===== src/verilog/dtam_pkg.sv =====
// Purpose: Shared constants and types for the debug transfer access-mode block
// Assumes: One 250 MHz clock, active-low asynchronous reset
// Notes:   Bit positions refer to the debug status and control word
package dtam_pkg;

  // ==========================================================
  // Widths and depths
  localparam int DTAM_DATA_W = 32;
  localparam int DTAM_FIFO_DEPTH = 8;

  // ==========================================================
  // Status and control word bit positions
  localparam int DTAM_BIT_RX_FULL = 30;
  localparam int DTAM_BIT_TX_FULL = 29;
  localparam int DTAM_BIT_LAT_RX = 27;
  localparam int DTAM_BIT_LAT_TX = 26;
  localparam int DTAM_BIT_LAT_IC = 24;
  localparam int DTAM_BIT_MODE_HI = 21;
  localparam int DTAM_BIT_MODE_LO = 20;
  localparam int DTAM_BIT_EXEC_EN = 13;
  localparam int DTAM_BIT_PABORT = 6;

  // ==========================================================
  // Access modes and register selects
  typedef enum logic [1:0] {
    DTAM_MODE_NONBLOCK = 2'h0,
    DTAM_MODE_STALL = 2'h1,
    DTAM_MODE_FAST = 2'h2,
    DTAM_MODE_RSVD = 2'h3
  } dtam_mode_type;

  typedef enum logic [1:0] {
    DTAM_SEL_STATUS = 2'h0,
    DTAM_SEL_RX = 2'h1,
    DTAM_SEL_TX = 2'h2,
    DTAM_SEL_ITR = 2'h3
  } dtam_sel_type;

  // ==========================================================
  // Reset values
  localparam dtam_mode_type DTAM_MODE_RESET = DTAM_MODE_NONBLOCK;
  localparam logic DTAM_EXEC_EN_RESET = 1'b0;
  localparam logic DTAM_IC_RESET = 1'b1;
  localparam logic DTAM_FULL_RESET = 1'b0;
  localparam logic [31:0] DTAM_WORD_RESET = 32'h0000_0000;

endpackage


===== src/verilog/dtam_fifo_if.sv =====
// Purpose: Valid/ready carrier between the access logic and its instruction FIFO
// Assumes: Same clock on both sides
// Notes:   Push side filled by the access logic, pop side drains to the core
`timescale 1ns/10ps
`default_nettype none
interface dtam_fifo_if #(
  parameter int WIDTH = 32
);
  logic push_valid;
  logic push_ready;
  logic [WIDTH-1:0] push_data;
  logic pop_valid;
  logic pop_ready;
  logic [WIDTH-1:0] pop_data;

  modport fifo (input push_valid, input push_data, output push_ready,
                output pop_valid, output pop_data, input pop_ready);
  modport user (output push_valid, output push_data, input push_ready,
                input pop_valid, input pop_data, output pop_ready);
endinterface
`default_nettype wire


===== src/verilog/dtam_fifo.sv =====
// Purpose: Flip-flop FIFO holding instructions on their way to the core
// Assumes: DEPTH is a power of two, at least two
// Notes:   Full drops push_ready, which stalls the external access that issues
`timescale 1ns/10ps
`default_nettype none
module dtam_fifo #(
  parameter int WIDTH = 32,
  parameter int DEPTH = 8
) (
  input wire logic clock,      // Core debug clock
  input wire logic arst_n,     // Async reset, active low
  dtam_fifo_if.fifo port_if    // Push and pop sides
);
  import dtam_pkg::*;

  localparam int AW = $clog2(DEPTH);

  // ==========================================================
  // Elaboration check
  if (DEPTH < 2 || (1 << AW) != DEPTH) begin : g_bad_depth
    $error("dtam_fifo: DEPTH must be a power of two of at least two");
  end

  logic [WIDTH-1:0] mem_reg [DEPTH];
  logic [WIDTH-1:0] mem_next [DEPTH];
  logic [AW-1:0] wr_reg, wr_next, rd_reg, rd_next;
  logic [AW:0] cnt_reg, cnt_next;
  logic do_push, do_pop;

  // Honest flags from the occupancy count
  assign port_if.push_ready = (cnt_reg != (AW+1)'(DEPTH));
  assign port_if.pop_valid = (cnt_reg != '0);
  assign port_if.pop_data = mem_reg[rd_reg];
  assign do_push = port_if.push_valid && port_if.push_ready;
  assign do_pop = port_if.pop_valid && port_if.pop_ready;

  // ==========================================================
  // Next state
  always_comb begin
    mem_next = mem_reg;
    wr_next = wr_reg;
    rd_next = rd_reg;
    cnt_next = cnt_reg;
    if (do_push) begin
      mem_next[wr_reg] = port_if.push_data;
      wr_next = wr_reg + AW'(1);
    end
    if (do_pop) begin
      rd_next = rd_reg + AW'(1);
    end
    if (do_push && !do_pop) begin
      cnt_next = cnt_reg + (AW+1)'(1);
    end else if (!do_push && do_pop) begin
      cnt_next = cnt_reg - (AW+1)'(1);
    end
  end

  // Registers only
  always_ff @(posedge clock or negedge arst_n) begin
    if (!arst_n) begin
      for (int i = 0; i < DEPTH; i++) begin
        mem_reg[i] <= '0;
      end
      wr_reg <= '0;
      rd_reg <= '0;
      cnt_reg <= '0;
    end else begin
      mem_reg <= mem_next;
      wr_reg <= wr_next;
      rd_reg <= rd_next;
      cnt_reg <= cnt_next;
    end
  end
endmodule
`default_nettype wire


===== src/verilog/dtam_access.sv =====
// Purpose: Access-mode control of the debug transfer and instruction registers
// Assumes: External access port and core signals all on the core debug clock
// Notes:   One external request at a time; a held request blocks every register
`timescale 1ns/10ps
`default_nettype none

// Contract
// - Two-bit mode field: nonblock, stall, fast, reserved
// - Mode resets to non-blocking
// - Mode affects external transfer accesses only
// - Non-blocking ignores receive write when latched full
// - Non-blocking ignores instruction write when latched incomplete
// - Non-blocking ignores transmit read when latched empty
// - Accepted receive write sets full and latched
// - Accepted transmit read clears full and latched
// - Accepted instruction write clears complete and latched
// - Software lock read-only; OS lock errors
// - Stall mode holds access until channel ready
// - Pending stalled access blocks all registers
// - Stall/fast skip ignores, update flags normally
// - Fast mode latches instruction write, waits complete
// - Fast receive write stores data then issues
// - Fast transmit read returns data then issues
// - Fast with precise abort completes without issue
// - Complete cleared on issue, set on done/entry
// - Latched complete at bit 24, copied on read
// - Latched receive bit 27, transmit bit 26
// - Transmit full bit 29, core sets, read clears
// - Receive full bit 30, external sets, core clears
module dtam_access #(
  parameter int DEPTH = dtam_pkg::DTAM_FIFO_DEPTH
) (
  input wire logic clock,                          // Core debug clock, 250 MHz
  input wire logic arst_n,                         // Async reset, active low
  input wire logic ext_req,                        // External request, held until ack
  input wire logic ext_write,                      // 1 write, 0 read
  input wire dtam_pkg::dtam_sel_type ext_sel,      // Register selected
  input wire logic ext_via_mem,                    // Memory-mapped path, else debug port
  input wire logic [31:0] ext_wdata,               // Write data
  output logic ext_ack,                            // Access done, one-cycle pulse
  output logic ext_err,                            // Error answer, with ack
  output logic [31:0] ext_rdata,                   // Read data, valid with ack
  input wire logic soft_lock,                      // Software lock set
  input wire logic os_lock,                        // OS lock set
  input wire logic sticky_pdown,                   // Sticky power-down flag
  input wire logic precise_abort,                  // Sticky precise abort
  input wire logic debug_entry,                    // Debug state entered, pulse
  input wire logic int_rx_rd,                      // Core reads receive reg, pulse
  output logic [31:0] int_rx_data,                 // Receive data to core
  input wire logic int_tx_wr,                      // Core writes transmit reg, pulse
  input wire logic [31:0] int_tx_wdata,            // Transmit data from core
  output logic core_instr_valid,                   // Instruction ready for core
  input wire logic core_instr_ready,               // Core takes instruction
  output logic [31:0] core_instr_data,             // Instruction word
  input wire logic core_instr_done,                // Issued instruction finished, pulse
  output logic exec_enable                         // Execute-instruction enable bit
);
  import dtam_pkg::*;

  // Elaboration check: the queue needs two entries at least
  if (DEPTH < 2) begin : g_bad_depth
    $error("dtam_access: DEPTH must be at least two");
  end

  // Instruction queue between the access port and the core
  dtam_fifo_if #(.WIDTH(DTAM_DATA_W)) ififo ();

  dtam_fifo #(.WIDTH(DTAM_DATA_W), .DEPTH(DEPTH)) u_fifo (
    .clock(clock),
    .arst_n(arst_n),
    .port_if(ififo)
  );

  // ==========================================================
  // Core side of the instruction queue
  assign core_instr_valid = ififo.pop_valid;
  assign core_instr_data = ififo.pop_data;
  assign ififo.pop_ready = core_instr_ready;

  // ==========================================================
  // State
  // Mode field and execute enable
  dtam_mode_type mode_reg;
  dtam_mode_type mode_next;
  logic exec_reg;
  logic exec_next;
  // Live full flags and their latched copies
  logic rx_full_reg;
  logic rx_full_next;
  logic tx_full_reg;
  logic tx_full_next;
  logic lat_rx_reg;
  logic lat_rx_next;
  logic lat_tx_reg;
  logic lat_tx_next;
  // Instruction complete, live and latched
  logic ic_reg;
  logic ic_next;
  logic lat_ic_reg;
  logic lat_ic_next;
  // Data words held for both sides
  logic [31:0] rx_data_reg;
  logic [31:0] rx_data_next;
  logic [31:0] tx_data_reg;
  logic [31:0] tx_data_next;
  logic [31:0] itr_reg;
  logic [31:0] itr_next;
  logic [31:0] rdata_reg;
  logic [31:0] rdata_next;
  // Answer pulse and error flag
  logic ack_reg;
  logic ack_next;
  logic err_reg;
  logic err_next;

  // Decode
  dtam_mode_type mode_eff;
  logic is_xfer;
  logic lock_err;
  logic ro_block;
  logic wr_rx;
  logic wr_itr;
  logic rd_tx;
  logic rd_status;
  logic wr_status;
  // Take control and instruction push request
  logic can_go;
  logic do_xfer;
  logic issue;
  logic take;
  logic [31:0] status_word;

  // Live status word; latched bits read back the live flags
  always_comb begin
    status_word = DTAM_WORD_RESET;
    status_word[DTAM_BIT_RX_FULL] = rx_full_reg;
    status_word[DTAM_BIT_TX_FULL] = tx_full_reg;
    status_word[DTAM_BIT_LAT_RX] = rx_full_reg;
    status_word[DTAM_BIT_LAT_TX] = tx_full_reg;
    status_word[DTAM_BIT_LAT_IC] = ic_reg;
    status_word[DTAM_BIT_MODE_HI:DTAM_BIT_MODE_LO] = mode_reg;
    status_word[DTAM_BIT_EXEC_EN] = exec_reg;
    status_word[DTAM_BIT_PABORT] = precise_abort;
  end

  // ==========================================================
  // Access decision
  // Reserved code falls back to non-blocking so it cannot deadlock the port
  always_comb begin
    mode_eff = (mode_reg == DTAM_MODE_RSVD) ? DTAM_MODE_NONBLOCK : mode_reg;
    is_xfer = (ext_sel != DTAM_SEL_STATUS);
    // Locks: error on the debug port, read-only over memory
    lock_err = is_xfer && !ext_via_mem && (os_lock || sticky_pdown);
    ro_block = ext_via_mem && soft_lock && ext_write && is_xfer;
    // Register and direction
    wr_rx = ext_write && (ext_sel == DTAM_SEL_RX);
    wr_itr = ext_write && (ext_sel == DTAM_SEL_ITR);
    rd_tx = !ext_write && (ext_sel == DTAM_SEL_TX);
    rd_status = !ext_write && (ext_sel == DTAM_SEL_STATUS);
    wr_status = ext_write && (ext_sel == DTAM_SEL_STATUS);
    // Defaults: go at once, no transfer, no push
    can_go = 1'b1;
    do_xfer = 1'b0;
    issue = 1'b0;
    if (!(lock_err || ro_block)) begin
      unique case (mode_eff)
        // Stall: hold the take until the channel is ready
        DTAM_MODE_STALL: begin
          do_xfer = 1'b1;
          if (wr_rx) begin
            can_go = !rx_full_reg;
          end else if (wr_itr) begin
            can_go = ic_reg && ififo.push_ready;
            issue = 1'b1;
          end else if (rd_tx) begin
            can_go = tx_full_reg;
          end
        end
        // Fast: an instruction write only latches the word
        DTAM_MODE_FAST: begin
          do_xfer = 1'b1;
          if (wr_itr) begin
            can_go = ic_reg;
          end else if ((wr_rx || rd_tx) && !precise_abort) begin
            can_go = ic_reg && ififo.push_ready;
            issue = 1'b1;
          end
        end
        // Non-blocking: latched flags decide; every access acked except an instruction write while the queue is full
        default: begin
          if (wr_rx) begin
            do_xfer = !lat_rx_reg;
          end else if (wr_itr) begin
            do_xfer = lat_ic_reg;
            can_go = ififo.push_ready;
            issue = lat_ic_reg;
          end else if (rd_tx) begin
            do_xfer = lat_tx_reg;
          end else begin
            do_xfer = 1'b1;
          end
        end
      endcase
    end
    // Held request blocks the single port, so nothing else gets in
    take = ext_req && !ack_reg && can_go;
  end

  // Instruction push: fast mode re-issues the latched word
  assign ififo.push_valid = take && issue;
  assign ififo.push_data = (mode_eff == DTAM_MODE_FAST) ? itr_reg : ext_wdata;

  // ==========================================================
  // Next values of flags and data
  always_comb begin
    mode_next = mode_reg;
    exec_next = exec_reg;
    rx_full_next = rx_full_reg;
    tx_full_next = tx_full_reg;
    lat_rx_next = lat_rx_reg;
    lat_tx_next = lat_tx_reg;
    ic_next = ic_reg;
    lat_ic_next = lat_ic_reg;
    rx_data_next = rx_data_reg;
    tx_data_next = tx_data_reg;
    itr_next = itr_reg;
    rdata_next = rdata_reg;
    // One-cycle answer for every take
    ack_next = take;
    err_next = take && lock_err;
    // Core-side clears first so that external sets win
    if (int_rx_rd) begin
      rx_full_next = 1'b0;
    end

    // Debugger empties transmit; an ignored read keeps it
    if (take && do_xfer && rd_tx) begin
      tx_full_next = 1'b0;
      lat_tx_next = 1'b0;
    end

    // Issue clears complete until the core reports done
    if (take && issue) begin
      ic_next = 1'b0;
      lat_ic_next = 1'b0;
    end

    // Core write fills transmit and wins over a same-cycle read
    if (int_tx_wr) begin
      tx_full_next = 1'b1;
      tx_data_next = int_tx_wdata;
    end

    // Done or debug entry sets complete; set wins over issue
    if (core_instr_done || debug_entry) begin
      ic_next = 1'b1;
    end

    // Accepted receive write fills the channel
    if (take && do_xfer && wr_rx) begin
      rx_data_next = ext_wdata;
      rx_full_next = 1'b1;
      lat_rx_next = 1'b1;
    end

    // Instruction word latched in every mode
    if (take && do_xfer && wr_itr) begin
      itr_next = ext_wdata;
    end

    // Status write sets mode and execute enable
    if (take && wr_status && !ro_block) begin
      mode_next = dtam_mode_type'(ext_wdata[DTAM_BIT_MODE_HI:DTAM_BIT_MODE_LO]);
      exec_next = ext_wdata[DTAM_BIT_EXEC_EN];
    end

    // Status read copies the live flags into the latches
    if (take && rd_status) begin
      lat_rx_next = rx_full_reg;
      lat_tx_next = tx_full_reg;
      lat_ic_next = ic_reg;
    end
    // Read data captured at take; fast transmit read returns the old word
    if (take && !ext_write) begin
      unique case (ext_sel)
        DTAM_SEL_STATUS: rdata_next = status_word;
        DTAM_SEL_TX: rdata_next = lock_err ? DTAM_WORD_RESET : tx_data_reg;
        DTAM_SEL_RX: rdata_next = rx_data_reg;
        DTAM_SEL_ITR: rdata_next = itr_reg;
      endcase
    end
  end

  // ==========================================================
  // Registers only
  always_ff @(posedge clock or negedge arst_n) begin
    if (!arst_n) begin
      // Non-blocking, channels empty, complete set
      mode_reg <= DTAM_MODE_RESET;
      exec_reg <= DTAM_EXEC_EN_RESET;
      rx_full_reg <= DTAM_FULL_RESET;
      tx_full_reg <= DTAM_FULL_RESET;
      lat_rx_reg <= DTAM_FULL_RESET;
      lat_tx_reg <= DTAM_FULL_RESET;
      ic_reg <= DTAM_IC_RESET;
      lat_ic_reg <= DTAM_IC_RESET;
      rx_data_reg <= DTAM_WORD_RESET;
      tx_data_reg <= DTAM_WORD_RESET;
      itr_reg <= DTAM_WORD_RESET;
      rdata_reg <= DTAM_WORD_RESET;
      ack_reg <= 1'b0;
      err_reg <= 1'b0;
    end else begin
      // Next values come from the blocks above
      mode_reg <= mode_next;
      exec_reg <= exec_next;
      rx_full_reg <= rx_full_next;
      tx_full_reg <= tx_full_next;
      lat_rx_reg <= lat_rx_next;
      lat_tx_reg <= lat_tx_next;
      ic_reg <= ic_next;
      lat_ic_reg <= lat_ic_next;
      rx_data_reg <= rx_data_next;
      tx_data_reg <= tx_data_next;
      itr_reg <= itr_next;
      rdata_reg <= rdata_next;
      ack_reg <= ack_next;
      err_reg <= err_next;
    end
  end

  // Outputs straight from flops
  assign ext_ack = ack_reg;
  assign ext_err = err_reg;
  assign ext_rdata = rdata_reg;
  assign int_rx_data = rx_data_reg;
  assign exec_enable = exec_reg;
endmodule
`default_nettype wire


===== config.mk =====
export PLATFORM = sky130hd
export DESIGN_NAME = dtam_access
export DESIGN_NICKNAME = d
export VERILOG_FILES = /design/src/verilog/dtam_pkg.sv /design/src/verilog/dtam_fifo_if.sv /design/src/verilog/dtam_fifo.sv /design/src/verilog/dtam_access.sv
export SDC_FILE = /design/constraint.sdc
export NUM_CORES = 1
export LEC_CHECK = 0
export BUFFER_PORTS_ARGS = -buffer_cell sky130_fd_sc_hd__buf_2
export CORE_MARGIN = 8
export CORE_UTILIZATION = 25
export CTS_BUF_LIST = sky130_fd_sc_hd__clkbuf_8 sky130_fd_sc_hd__clkbuf_16
export CTS_CLUSTER_SIZE = 14
export DETAILED_ROUTE_END_ITERATION = 10
export GPL_TIMING_DRIVEN = 0
export HOLD_SLACK_MARGIN = 0.06
export PLACE_DENSITY_LB_ADDON = 0.05
export SYNTH_ARGS = -nofsm -noshare
export SYNTH_HDL_FRONTEND = slang
export SYNTH_SLANG_ARGS = --single-unit

===== constraint.sdc =====
create_clock -name clock -period 4.35 [get_ports clock]
set_input_delay 0.6525 -clock clock [delete_from_list [all_inputs] [get_ports clock]]
set_output_delay 0.6525 -clock clock [all_outputs]
set_load 0.05 [all_outputs]

==> results of run 1 <==
-- what timing repair did --
action | in CTS | in global routing
gates resized for setup | 10 | 0
setup endpoints to repair | 32 | 0
hold endpoints to repair | 0 | 0
-- Yosys cell counts, types with 5 or more instances --
| library cell | n | area [um^2] |
|---|---|---|
| buf_1 | 11 | 41.3 |
| mux4_2 | 64 | 1440 |
| ha_1 | 7 | 87.6 |
| a22oi_1 | 6 | 45.0 |
| dfrtp_1 | 403 | 10100 |
| a22o_1 | 18 | 158 |
| nand2_1 | 7 | 26.3 |
| nand3_1 | 6 | 30.0 |
| inv_1 | 15 | 56.3 |
| o21ai_0 | 7 | 35.0 |
| buf_6 | 6 | 67.6 |
| clkbuf_1 | 41 | 154 |
| a21oi_1 | 24 | 120 |
| buf_2 | 23 | 115 |
| nor2_1 | 13 | 48.8 |
| mux2_2 | 431 | 4850 |
| mux2_4 | 30 | 450 |
| mux2_1 | 9 | 101 |
| a221oi_1 | 5 | 43.8 |
| xnor2_1 | 5 | 43.8 |
-- worst max path at each step --
stage | startpoint | endpoint | slack (ns) | depth (start not counted)
detailed placement | ext_sel[0] | u_fifo.mem_reg[101] | -0.11 | 10
finish | u_fifo.rd_reg[0] | core_instr_data[13] | 0.27 | 5
CTS | u_fifo.rd_reg[0] | core_instr_data[8] | 0.12 | 5
global route | mode_reg[0] | u_fifo.mem_reg[102] | 0.03 | 10
global placement | arst_n | u_fifo.mem_reg[11] | -6.46 | 1
floorplan | ext_write | u_fifo.cnt_reg[3] | 1.03 | 15
-- power by group through the flow --
stage	Clock, mW	Combinational [mW]	Sequential [mW]
global placement	0	4.84	5.03
floorplan	0	2.35	5.84
finish	4.14	4.76	4.97
detailed placement	0	4.86	5.04
CTS	4.31	4.89	4.98
global route	4.46	5.11	5.07
-- stage by stage --
step           setup WS (ns)  total power, mW  area, um^2
3_5_place_dp          -0.110             9.90       20700
2_1_floorplan           1.03             8.19       18600
6_report               0.272             13.9       22400
4_1_cts                0.124             14.2       22400
5_1_grt               0.0319             14.6       22400
3_3_place_gp           -6.46             9.87       20600
-- kinds of logic after synthesis --
| logic type | count (synthesis) | synth area share [%] |
|---|---|---|
| compound gates | 80 | 3.09 |
| xor+xnor | 8 | 0.378 |
| fa+ha+maj | 8 | 0.580 |
| buf+inv | 97 | 2.38 |
| flops | 405 | 54.6 |
| mux | 536 | 37.0 |
| simple gates | 58 | 1.92 |
-- per-layer routing --
layer / vias to the layer above / global-route usage (%) / wire (um)
met5: - / 0 / 0
met4: 0 / 2.68 / 878
met3: 58 / 2.52 / 2440
met2: 195 / 23.7 / 28400
met1: 5921 / 19.7 / 27800
li1: 4928 / - / -
-- cell type report --
cell class              instances  share of cell area, %
inverters                      15                  0.251
clock buffers                  63                   6.48
clock inverters                29                  0.832
multi-input cells             690                   35.6
plain buffers                  82                   1.89
flip-flops and latches        405                   45.2
repair buffers                179                   4.34
well taps                     969                   5.41
==> key figures, run 1 <==
Final layout
  – Area of the multi-input gates: 7970 um^2
  – Antenna cells: 0
  – Area Growth Syn to Fin: 20.8%
  – FF+latch area: 10100 um^2
  – Fin cells: 2432
  – Commonest non-fill, non-tap cell in the layout: mux2_2
  – Fillers: 7404
  – Share of cells above drive strength 1: 56.0%
  – Final net count: 1513
  – Largest register FFs: 256
  – Most frequent cells in the layout: 431 x mux2_2, 403 x dfrtp_1, 198 x buf_2
  – Final core occ: 30.3%

Power and ir drop
  – PwrDens: 618 nW/um^2
  – Clock share of power: 29.8%
  – Sequential share of power: 35.8%
  – P_leak: 10.7 nW
  – Switching power: 5.29 mW
  – Cell Int Power: 8.57 mW
  – Combinational share of power: 34.3%
  – Switching share of total power: 38.1%
  – Max IR drop VDD: 0.288 mV

Setup path
  – Reg2reg path depth: 10
  – CP Capture Type: output port
  – Highest cell delay on the worst timing path: 0.69 ns
  – Worst reg2reg setup slack: 0.47 ns
  – Slowest CP cell: clkdlybuf4s15_2
  – Crit path launch type: register
  – Worst Path Arrival: 3.43 ns
  – Crit Reg-Reg Startpoint: mode_reg[0]
  – Required time worst endpoint: 3.70 ns
  – R2r endpoint: u_fifo.mem_reg[107]
  – CP top delay family: buffers and inverters
  – Critical setup path kind: reg2out
  – Crit-path cells: clkbuf_1, clkdlybuf4s15_2, mux4_2, mux2_2, buf_2
  – Max FO, Critical Path: 10
  – WP buf/inv: 3

Clock network
  – H-tree depth: 2
  – Clock Sinks: 405
  – Reg clk slew, reported paths: 0.06 ns
  – CTS root buf: clkbuf_16
  – Clk_lat worst skew: 0.59 ns
  – Post-CTS Hold Buffers: 0
  – Num CTS Buffers: 52
  – Clk buf depth: 3
  – CTS tree: done
  – Post-CTS Setup Bufs: 0

STA
  – Setup TNS: 0 ns
  – Post-Route Skew: 0.0204 ns
  – Crit share post-route: 93.8%
  – Slew @ Worst Pin: 1.11 ns
  – Endpoints failing setup: 0
  – Fin Hold WS: 0.120 ns
  – Highest clock rate: 0.245 GHz
  – Slew HR: 25.9%
  – Final Hold Viols: 0
  – RSZ-0062 raised after global routing: false
  – Slew Limit Fails: 0
  – Final min period: 4.08 ns

Synth
  – Cell Area, Synth: 18600 um^2
  – Cells after synthesis: 1192
  – Post-Syn Nets: 1280
  – Register area share after synthesis: 54.6%
  – Synthesis-stage register bit count: 405
  – Number of flops mapped to enable cells by yosys: 0
  – Unique masters post-synth: 57
  – Ys Warns: 0
  – Syn_area_per_cell: 15.6 um^2
  – Top_reg_cell synth: dfrtp_1
  – FFs w/ async S/R, synth: 100%

Hold path
  – Hold Path Class: in2async

Drt
  – DRT Wirelength: 59500 um
  – Antenna Violating Nets Remaining: 0
  – Drt wl/cell: 24.5 um
  – Detailed Route Iter0 Violations: 535
  – Drt drc: 0
  – Via count: 11.1k
  – Drt first pass iters: 4
  – Via/cell ratio: 4.56

Floorplan
  – Initial Util: 25.1%
  – Core ar.: 73900 um^2
  – Chip height: 288 um
  – IO Count: 180
  – Die width: 288 um
  – Die ar.: 83200 um^2
  – FP Rows: 100

Placed design
  – PortBufs: 176
  – Detailed Place HPWL: 41100 um
  – Gp weighted congestion: 0.721
  – Dpl cells: 2340

GRT
  – Gr usage total: 14.3%
  – First-pass GRT wire length: 88400 um
  – Global route total overflow: 0
  – Number of antenna violations at the first check in global routing: 1
  – Largest net degree at the start of global routing: 109
  – Vias in the first global route: 12.1k

Run
  – Maxcap violations: 0

Status
  – Outcome: completed
(Power assumes the default switching activity.)
==> run 2, diff against run 1 <==
Settings changed: PLACE_DENSITY_LB_ADDON 0.05 to 0.08.
==> run 2 against run 1 <==
Effect of this change:
- flip-flop and latch count stayed put
- worst hold slack gained 0.15 ns
- critical path type unchanged
- via count increased by 0.30%
- cell area shrank 0.23%
- total power fell by 1.5%
- utilization decreased by 0.071 points
- worst setup slack worse by 0.0012 ns
- global-route usage decreased by 0.084 points
- largest power group unchanged
- register-to-register slack lost 0.15 ns
- sequential share of layout area up 0.11 points
==> key figures, run 2 (synthesized netlist as in run 1, its figures left out) <==
Clock network
  – Clock Sinks: 405 (unchanged)
  – CTS tree: done
  – CTS root buf: clkbuf_16
  – Num CTS Buffers: 50 (-3.8%)
  – Reg clk slew, reported paths: 0.06 ns (about the same)
  – H-tree depth: 2 (unchanged)
  – Post-CTS Setup Bufs: 0 (unchanged)
  – Clk_lat worst skew: 0.59 ns (about the same)
  – Clk buf depth: 3 (unchanged)

Final layout
  – Largest register FFs: 256 (unchanged)
  – Final net count: 1513 (unchanged)
  – Final core occ: 30.2% (-0.071 points)
  – Most frequent cells in the layout: 431 x mux2_2, 403 x dfrtp_1, 198 x buf_2
  – Share of cells above drive strength 1: 56.1% (about the same)
  – Commonest non-fill, non-tap cell in the layout: mux2_2
  – Area Growth Syn to Fin: 20.5%

Power and ir drop
  – P_leak: 10.6 nW (-0.43%)
  – PwrDens: 610 nW/um^2 (-1.3%)
  – Max IR drop VDD: 0.266 mV (-7.9%)

Placed design
  – Detailed Place HPWL: 40800 um (-0.74%)
  – Gp weighted congestion: 0.749 (+3.8%)
  – Dpl ws: -0.156 ns (-0.0464 ns)
  – PortBufs: 176 (unchanged)

Setup path
  – Worst Path Arrival: 3.43 ns (about the same)
  – CP Capture Type: output port
  – Required time worst endpoint: 3.70 ns (about the same)
  – Crit path launch type: register
  – Critical setup path kind: reg2out
  – Max FO, Critical Path: 10 (unchanged)

STA
  – Post-Route Skew: 0.0294 ns (+0.00905 ns)
  – RSZ-0062 raised after global routing: false
  – Crit share post-route: 93.8% (about the same)
  – Final min period: 4.08 ns (+0.00116 ns)
  – Final worst setup slack: 0.270 ns (-0.00116 ns)
  – Final Hold Viols: 0 (unchanged)
  – Slew @ Worst Pin: 1.12 ns (+0.0118 ns)
  – Slew HR: 25.1% (-0.79 points)
  – Highest clock rate: 0.245 GHz (about the same)
  – Slew Limit Fails: 0 (unchanged)
  – Endpoints failing setup: 0 (unchanged)
  – Fin Hold WS: 0.275 ns (+0.155 ns)

Drt
  – Detailed Route Iter0 Violations: 446 (-17%)
  – Antenna Violating Nets Remaining: 0 (unchanged)
  – Via count: 11.1k (+0.30%)
  – Drt first pass iters: 4 (unchanged)
  – Drt wl/cell: 24.3 um (-0.63%)
  – Via/cell ratio: 4.59 (+0.46%)
  – Drt drc: 0 (unchanged)
  – DRT Wirelength: 59000 um (-0.79%)

Floorplan
  – Core ar.: 73900 um^2 (unchanged)
  – IO Count: 180 (unchanged)
  – FP Rows: 100 (unchanged)
  – Die width: 288 um (unchanged)
  – Initial Util: 25.1% (unchanged)
  – Die ar.: 83200 um^2 (unchanged)
  – Chip height: 288 um (unchanged)

Status
  – Outcome: completed

GRT
  – Vias in the first global route: 12.4k (+2.1%)
  – Largest net degree at the start of global routing: 110 (+0.92%)
  – First-pass GRT wire length: 87700 um (-0.78%)
  – Gr usage total: 14.3% (-0.084 points)
  – Global route total overflow: 0 (unchanged)
  – Number of antenna violations at the first check in global routing: 1 (unchanged)

Run
  – Maxcap violations: 0 (unchanged)

Hold path
  – Hold Path Class: in2reg
==> run 2: timing repair <==
item	4_1_cts	5_1_grt
hold endpoints to repair	24	0
setup endpoints to repair	32	16
pin swaps	0	0
gates resized for setup	10	3
hold buffers	1	0
==> run 2: metrics by stage <==
stage,area [um^2],total power [mW],TNS [ns],instances
3_3_place_gp,20600,9.85,-2551.03,2337
4_1_cts,22300,13.9,0,2426
2_1_floorplan,18600,8.19,0,1192
5_1_grt,22400,14.4,0,2427
3_5_place_dp,20800,9.89,-3.76,2341
6_report,22400,13.6,0,2428
==> run 2: worst paths after layout <==
path | start | to | slack, ns | cells after the start
hold / removal | int_rx_rd | rx_full_reg | 0.27 | 2
setup reg to reg | mode_reg[0] | int_rx_data[13] | 0.32 | 9
hold reg to reg | u_fifo.mem_reg[59] | u_fifo.mem_reg[59] | 0.48 | 1
max in group asynchronous | arst_n | u_fifo.mem_reg[50] | 2.48 | 4
min in group asynchronous | arst_n | u_fifo.mem_reg[124] | 0.50 | 2
setup / recovery | u_fifo.rd_reg[0] | core_instr_data[13] | 0.27 | 5
==> run 2: cell type report <==
class	count	area, um^2
timing repair buffer	181	1010
sequential	405	10100
multi-input combinational	690	7980
clock inverter	23	115
tap	969	1210
fill	7488	51600
clock buffer	61	1410
antenna	2	5.00
inverter	15	56.3
buffer	82	429
==> run 2: critical path: stages, from the launching register on <==
cell and delay, ns:
dfrtp_1 0.38, clkdlybuf4s15_1 0.66, clkdlybuf4s15_2 0.65, mux4_2 0.59, mux2_2 0.33, buf_2 0.23
==> run 2: layer usage <==
layer	share of wire [%]	vias to the layer above	track usage, %	wire [um]
li1	-	4925	-	-
met1	47	5925	19.4	27500
met2	47	223	23.5	27900
met3	4.6	62	2.76	2710
met4	1.7	0	3.02	990
met5	0	-	0	0
==> run 2: power by group <==
part	total (mW)	internal, mW	switching (mW)
Clock	3.90	2.27	1.63
Sequential	4.98	4.46	0.515
Combinational	4.77	1.66	3.10
==> run 3, diff against run 2 <==
Settings changed: CORE_ASPECT_RATIO set to 0.6.
==> run 3 against run 2 <==
Effect of this change:
- maximum frequency up 0.41%
- worst setup slack improved by 0.017 ns
- clock power grew 2%
- first-iteration DRC count increased by 24%
- critical path depth grew 5
- combinational power grew 1%
- non-clock buffer count shrank 2
- via count is 0.23% higher
==> key figures, run 3 (synthesized netlist as in run 1, its figures left out) <==
Placed design
  – Detailed Place HPWL: 41900 um (+2.7%)
  – Dpl cells: 2358 (+0.73%)
  – PortBufs: 176 (unchanged)
  – Gp weighted congestion: 0.739 (-1.2%)
  – Dpl ws: 0.0777 ns (+0.234 ns)

Final layout
  – Fillers: 7360 (-1.7%)
  – Share of cells above drive strength 1: 56.6% (+0.57 points)
  – Most frequent cells in the layout: 431 x mux2_2, 403 x dfrtp_1, 198 x buf_2
  – Commonest non-fill, non-tap cell in the layout: mux2_2
  – Final core occ: 30.4% (+0.13 points)
  – Final net count: 1507 (-0.40%)
  – Largest register FFs: 256 (unchanged)
  – Area Growth Syn to Fin: 20.3%
  – Fin cells: 2444 (+0.66%)

Drt
  – Via count: 11.2k (+0.23%)
  – Detailed Route Iter0 Violations: 553 (+24%)
  – Drt first pass iters: 4 (unchanged)
  – Drt drc: 0 (unchanged)
  – Via/cell ratio: 4.57 (-0.42%)
  – Drt wl/cell: 24.3 um (about the same)
  – Antenna Violating Nets Remaining: 0 (unchanged)
  – DRT Wirelength: 59500 um (+0.73%)

Setup path
  – Worst Path Arrival: 4.51 ns (+1.08 ns)
  – Slowest CP cell: nor3_1
  – WP buf/inv: 4 (+1)
  – Crit-path cells: inv_1, ha_1, clkbuf_1, o21ai_0, a32oi_1, nand4_1, buf_6, nor3_1, buf_2, mux2_2
  – CP top delay family: buffers and inverters
  – CP Capture Type: register
  – Crit path launch type: register
  – Highest cell delay on the worst timing path: 0.79 ns (+0.13 ns)
  – Critical setup path kind: reg2reg
  – Max FO, Critical Path: 10 (unchanged)
  – Required time worst endpoint: 4.79 ns (+1.09 ns)

STA
  – Slew @ Worst Pin: 1.14 ns (+0.0122 ns)
  – Final min period: 4.06 ns (-0.0167 ns)
  – Post-Route Skew: 0.0272 ns (-0.00223 ns)
  – Endpoints failing setup: 0 (unchanged)
  – Final Hold Viols: 0 (unchanged)
  – Final worst setup slack: 0.287 ns (+0.0167 ns)
  – Slew Limit Fails: 0 (unchanged)
  – RSZ-0062 raised after global routing: false
  – Crit share post-route: 93.4% (-0.38 points)
  – Fin Hold WS: 0.136 ns (-0.138 ns)
  – Slew HR: 23.2% (-1.9 points)
  – Highest clock rate: 0.246 GHz (+0.41%)

Clock network
  – Clk_lat worst skew: 0.58 ns (about the same)
  – Post-CTS Setup Bufs: 0 (unchanged)
  – CTS tree: done
  – Reg clk slew, reported paths: 0.06 ns (about the same)
  – Num CTS Buffers: 46 (-8.0%)
  – H-tree depth: 2 (unchanged)
  – CTS root buf: clkbuf_16
  – Clock Sinks: 405 (unchanged)
  – Clk buf depth: 3 (unchanged)
  – Post-CTS Hold Buffers: 0 (-1)

Power and ir drop
  – Cell Int Power: 8.41 mW (+0.22%)
  – Total Power: 13.8 mW (+0.89%)
  – Max IR drop VDD: 0.349 mV (+31%)
  – P_leak: 10.6 nW (-0.42%)
  – PwrDens: 617 nW/um^2 (+1.1%)
  – Clock share of power: 28.7% (about the same)
  – Switching power: 5.35 mW (+2.0%)
  – Combinational share of power: 35.1% (+0.2 points)
  – Sequential share of power: 36.2% (-0.3 points)
  – Switching share of total power: 38.9% (+0.41 points)

Floorplan
  – Initial Util: 25.2% (+0.15 points)
  – Core ar.: 73500 um^2 (-0.59%)
  – Die width: 368 um (+27%)
  – IO Count: 180 (unchanged)
  – Die ar.: 83500 um^2 (+0.35%)
  – FP Rows: 77 (-23%)
  – Chip height: 227 um (-21%)

GRT
  – Global route total overflow: 0 (unchanged)
  – Largest net degree at the start of global routing: 115 (+4.5%)
  – Vias in the first global route: 11.9k (-3.4%)
  – Number of antenna violations at the first check in global routing: 5 (+4)
  – First-pass GRT wire length: 88500 um (+0.92%)
  – Gr usage total: 14.2% (-0.081 points)

Run
  – Maxcap violations: 0 (unchanged)

Status
  – Outcome: completed

Hold path
  – Hold Path Class: in2async
-- run 3: cell count changes in the layout (fill, tap and decap cells not counted), moves of 2 or more --
cell,delta
inv_1,-8
clkbuf_16,-4
clkinv_2,+4
clkbuf_8,+3
bufinv_16,+2
clkinv_4,+2
clkinv_8,-2
diode_2,+2
-- run 3: final timing paths --
path	start	endpoint	slack, ns	cells past startpoint
worst max-delay path	mode_reg[0]	u_fifo.mem_reg[196]	0.29	10
worst min-delay path	arst_n	ext_rdata[25]	0.14	1
worst max register to register	mode_reg[0]	u_fifo.mem_reg[196]	0.29	10
worst min register to register	u_fifo.mem_reg[59]	u_fifo.mem_reg[59]	0.49	1
max in group asynchronous	arst_n	u_fifo.mem_reg[146]	2.60	3
min in group clock	int_rx_rd	rx_full_reg	0.26	2
-- run 3: metrics by stage --
stage,instance area [um^2],setup TNS [ns]
floorplan,18600,0
global placement,20700,-2535.20
detailed placement,20800,0
CTS,22300,0
global route,22300,0
finish,22300,0
-- run 3: cell type report --
type / instances / area [um^2] / area share (%)
antenna: 4 / 10.0 / 0.0448
clock inverter: 22 / 159 / 0.712
buffer: 82 / 424 / 1.90
tap: 987 / 1230 / 5.53
sequential: 405 / 10100 / 45.4
multi-input combinational: 690 / 7970 / 35.7
clock buffer: 60 / 1360 / 6.07
timing repair buffer: 179 / 973 / 4.36
inverter: 15 / 56.3 / 0.252
-- run 3: repair_timing --
item,4_1_cts,5_1_grt
resized for setup,10,3
gates cloned,0,0
setup endpoints to repair,32,7
hold endpoints to repair,0,0
-- run 3: power by group through the flow --
stage | Clock [mW] | Sequential [mW] | Combinational, mW
after floorplan | 0 | 5.84 | 2.35
after global placement | 0 | 5.03 | 4.87
after detailed placement | 0 | 5.04 | 4.90
after CTS | 4.14 | 4.99 | 4.93
after global routing | 4.29 | 5.08 | 5.17
final | 3.96 | 4.98 | 4.83
-- run 3: layer usage --
metal  wire length, um  up-vias  part of all wire [%]  global-route usage, %
met5                13        -                 0.022                      0
met4               920        2                   1.5                   2.75
met3              2810       70                   4.7                   2.93
met2             24400      216                    41                   20.2
met1             31300     5952                    53                   22.0
li1                  -     4921                     -                      -
-- run 3: worst reg2reg max path, cell delays in order (launching register included) --
cell	delay, ns
dfrtp_1	0.40
inv_1	0.09
ha_1	0.14
clkbuf_1	0.38
o21ai_0	0.18
a32oi_1	0.40
nand4_1	0.38
buf_6	0.28
nor3_1	0.79
buf_2	0.49
mux2_2	0.39
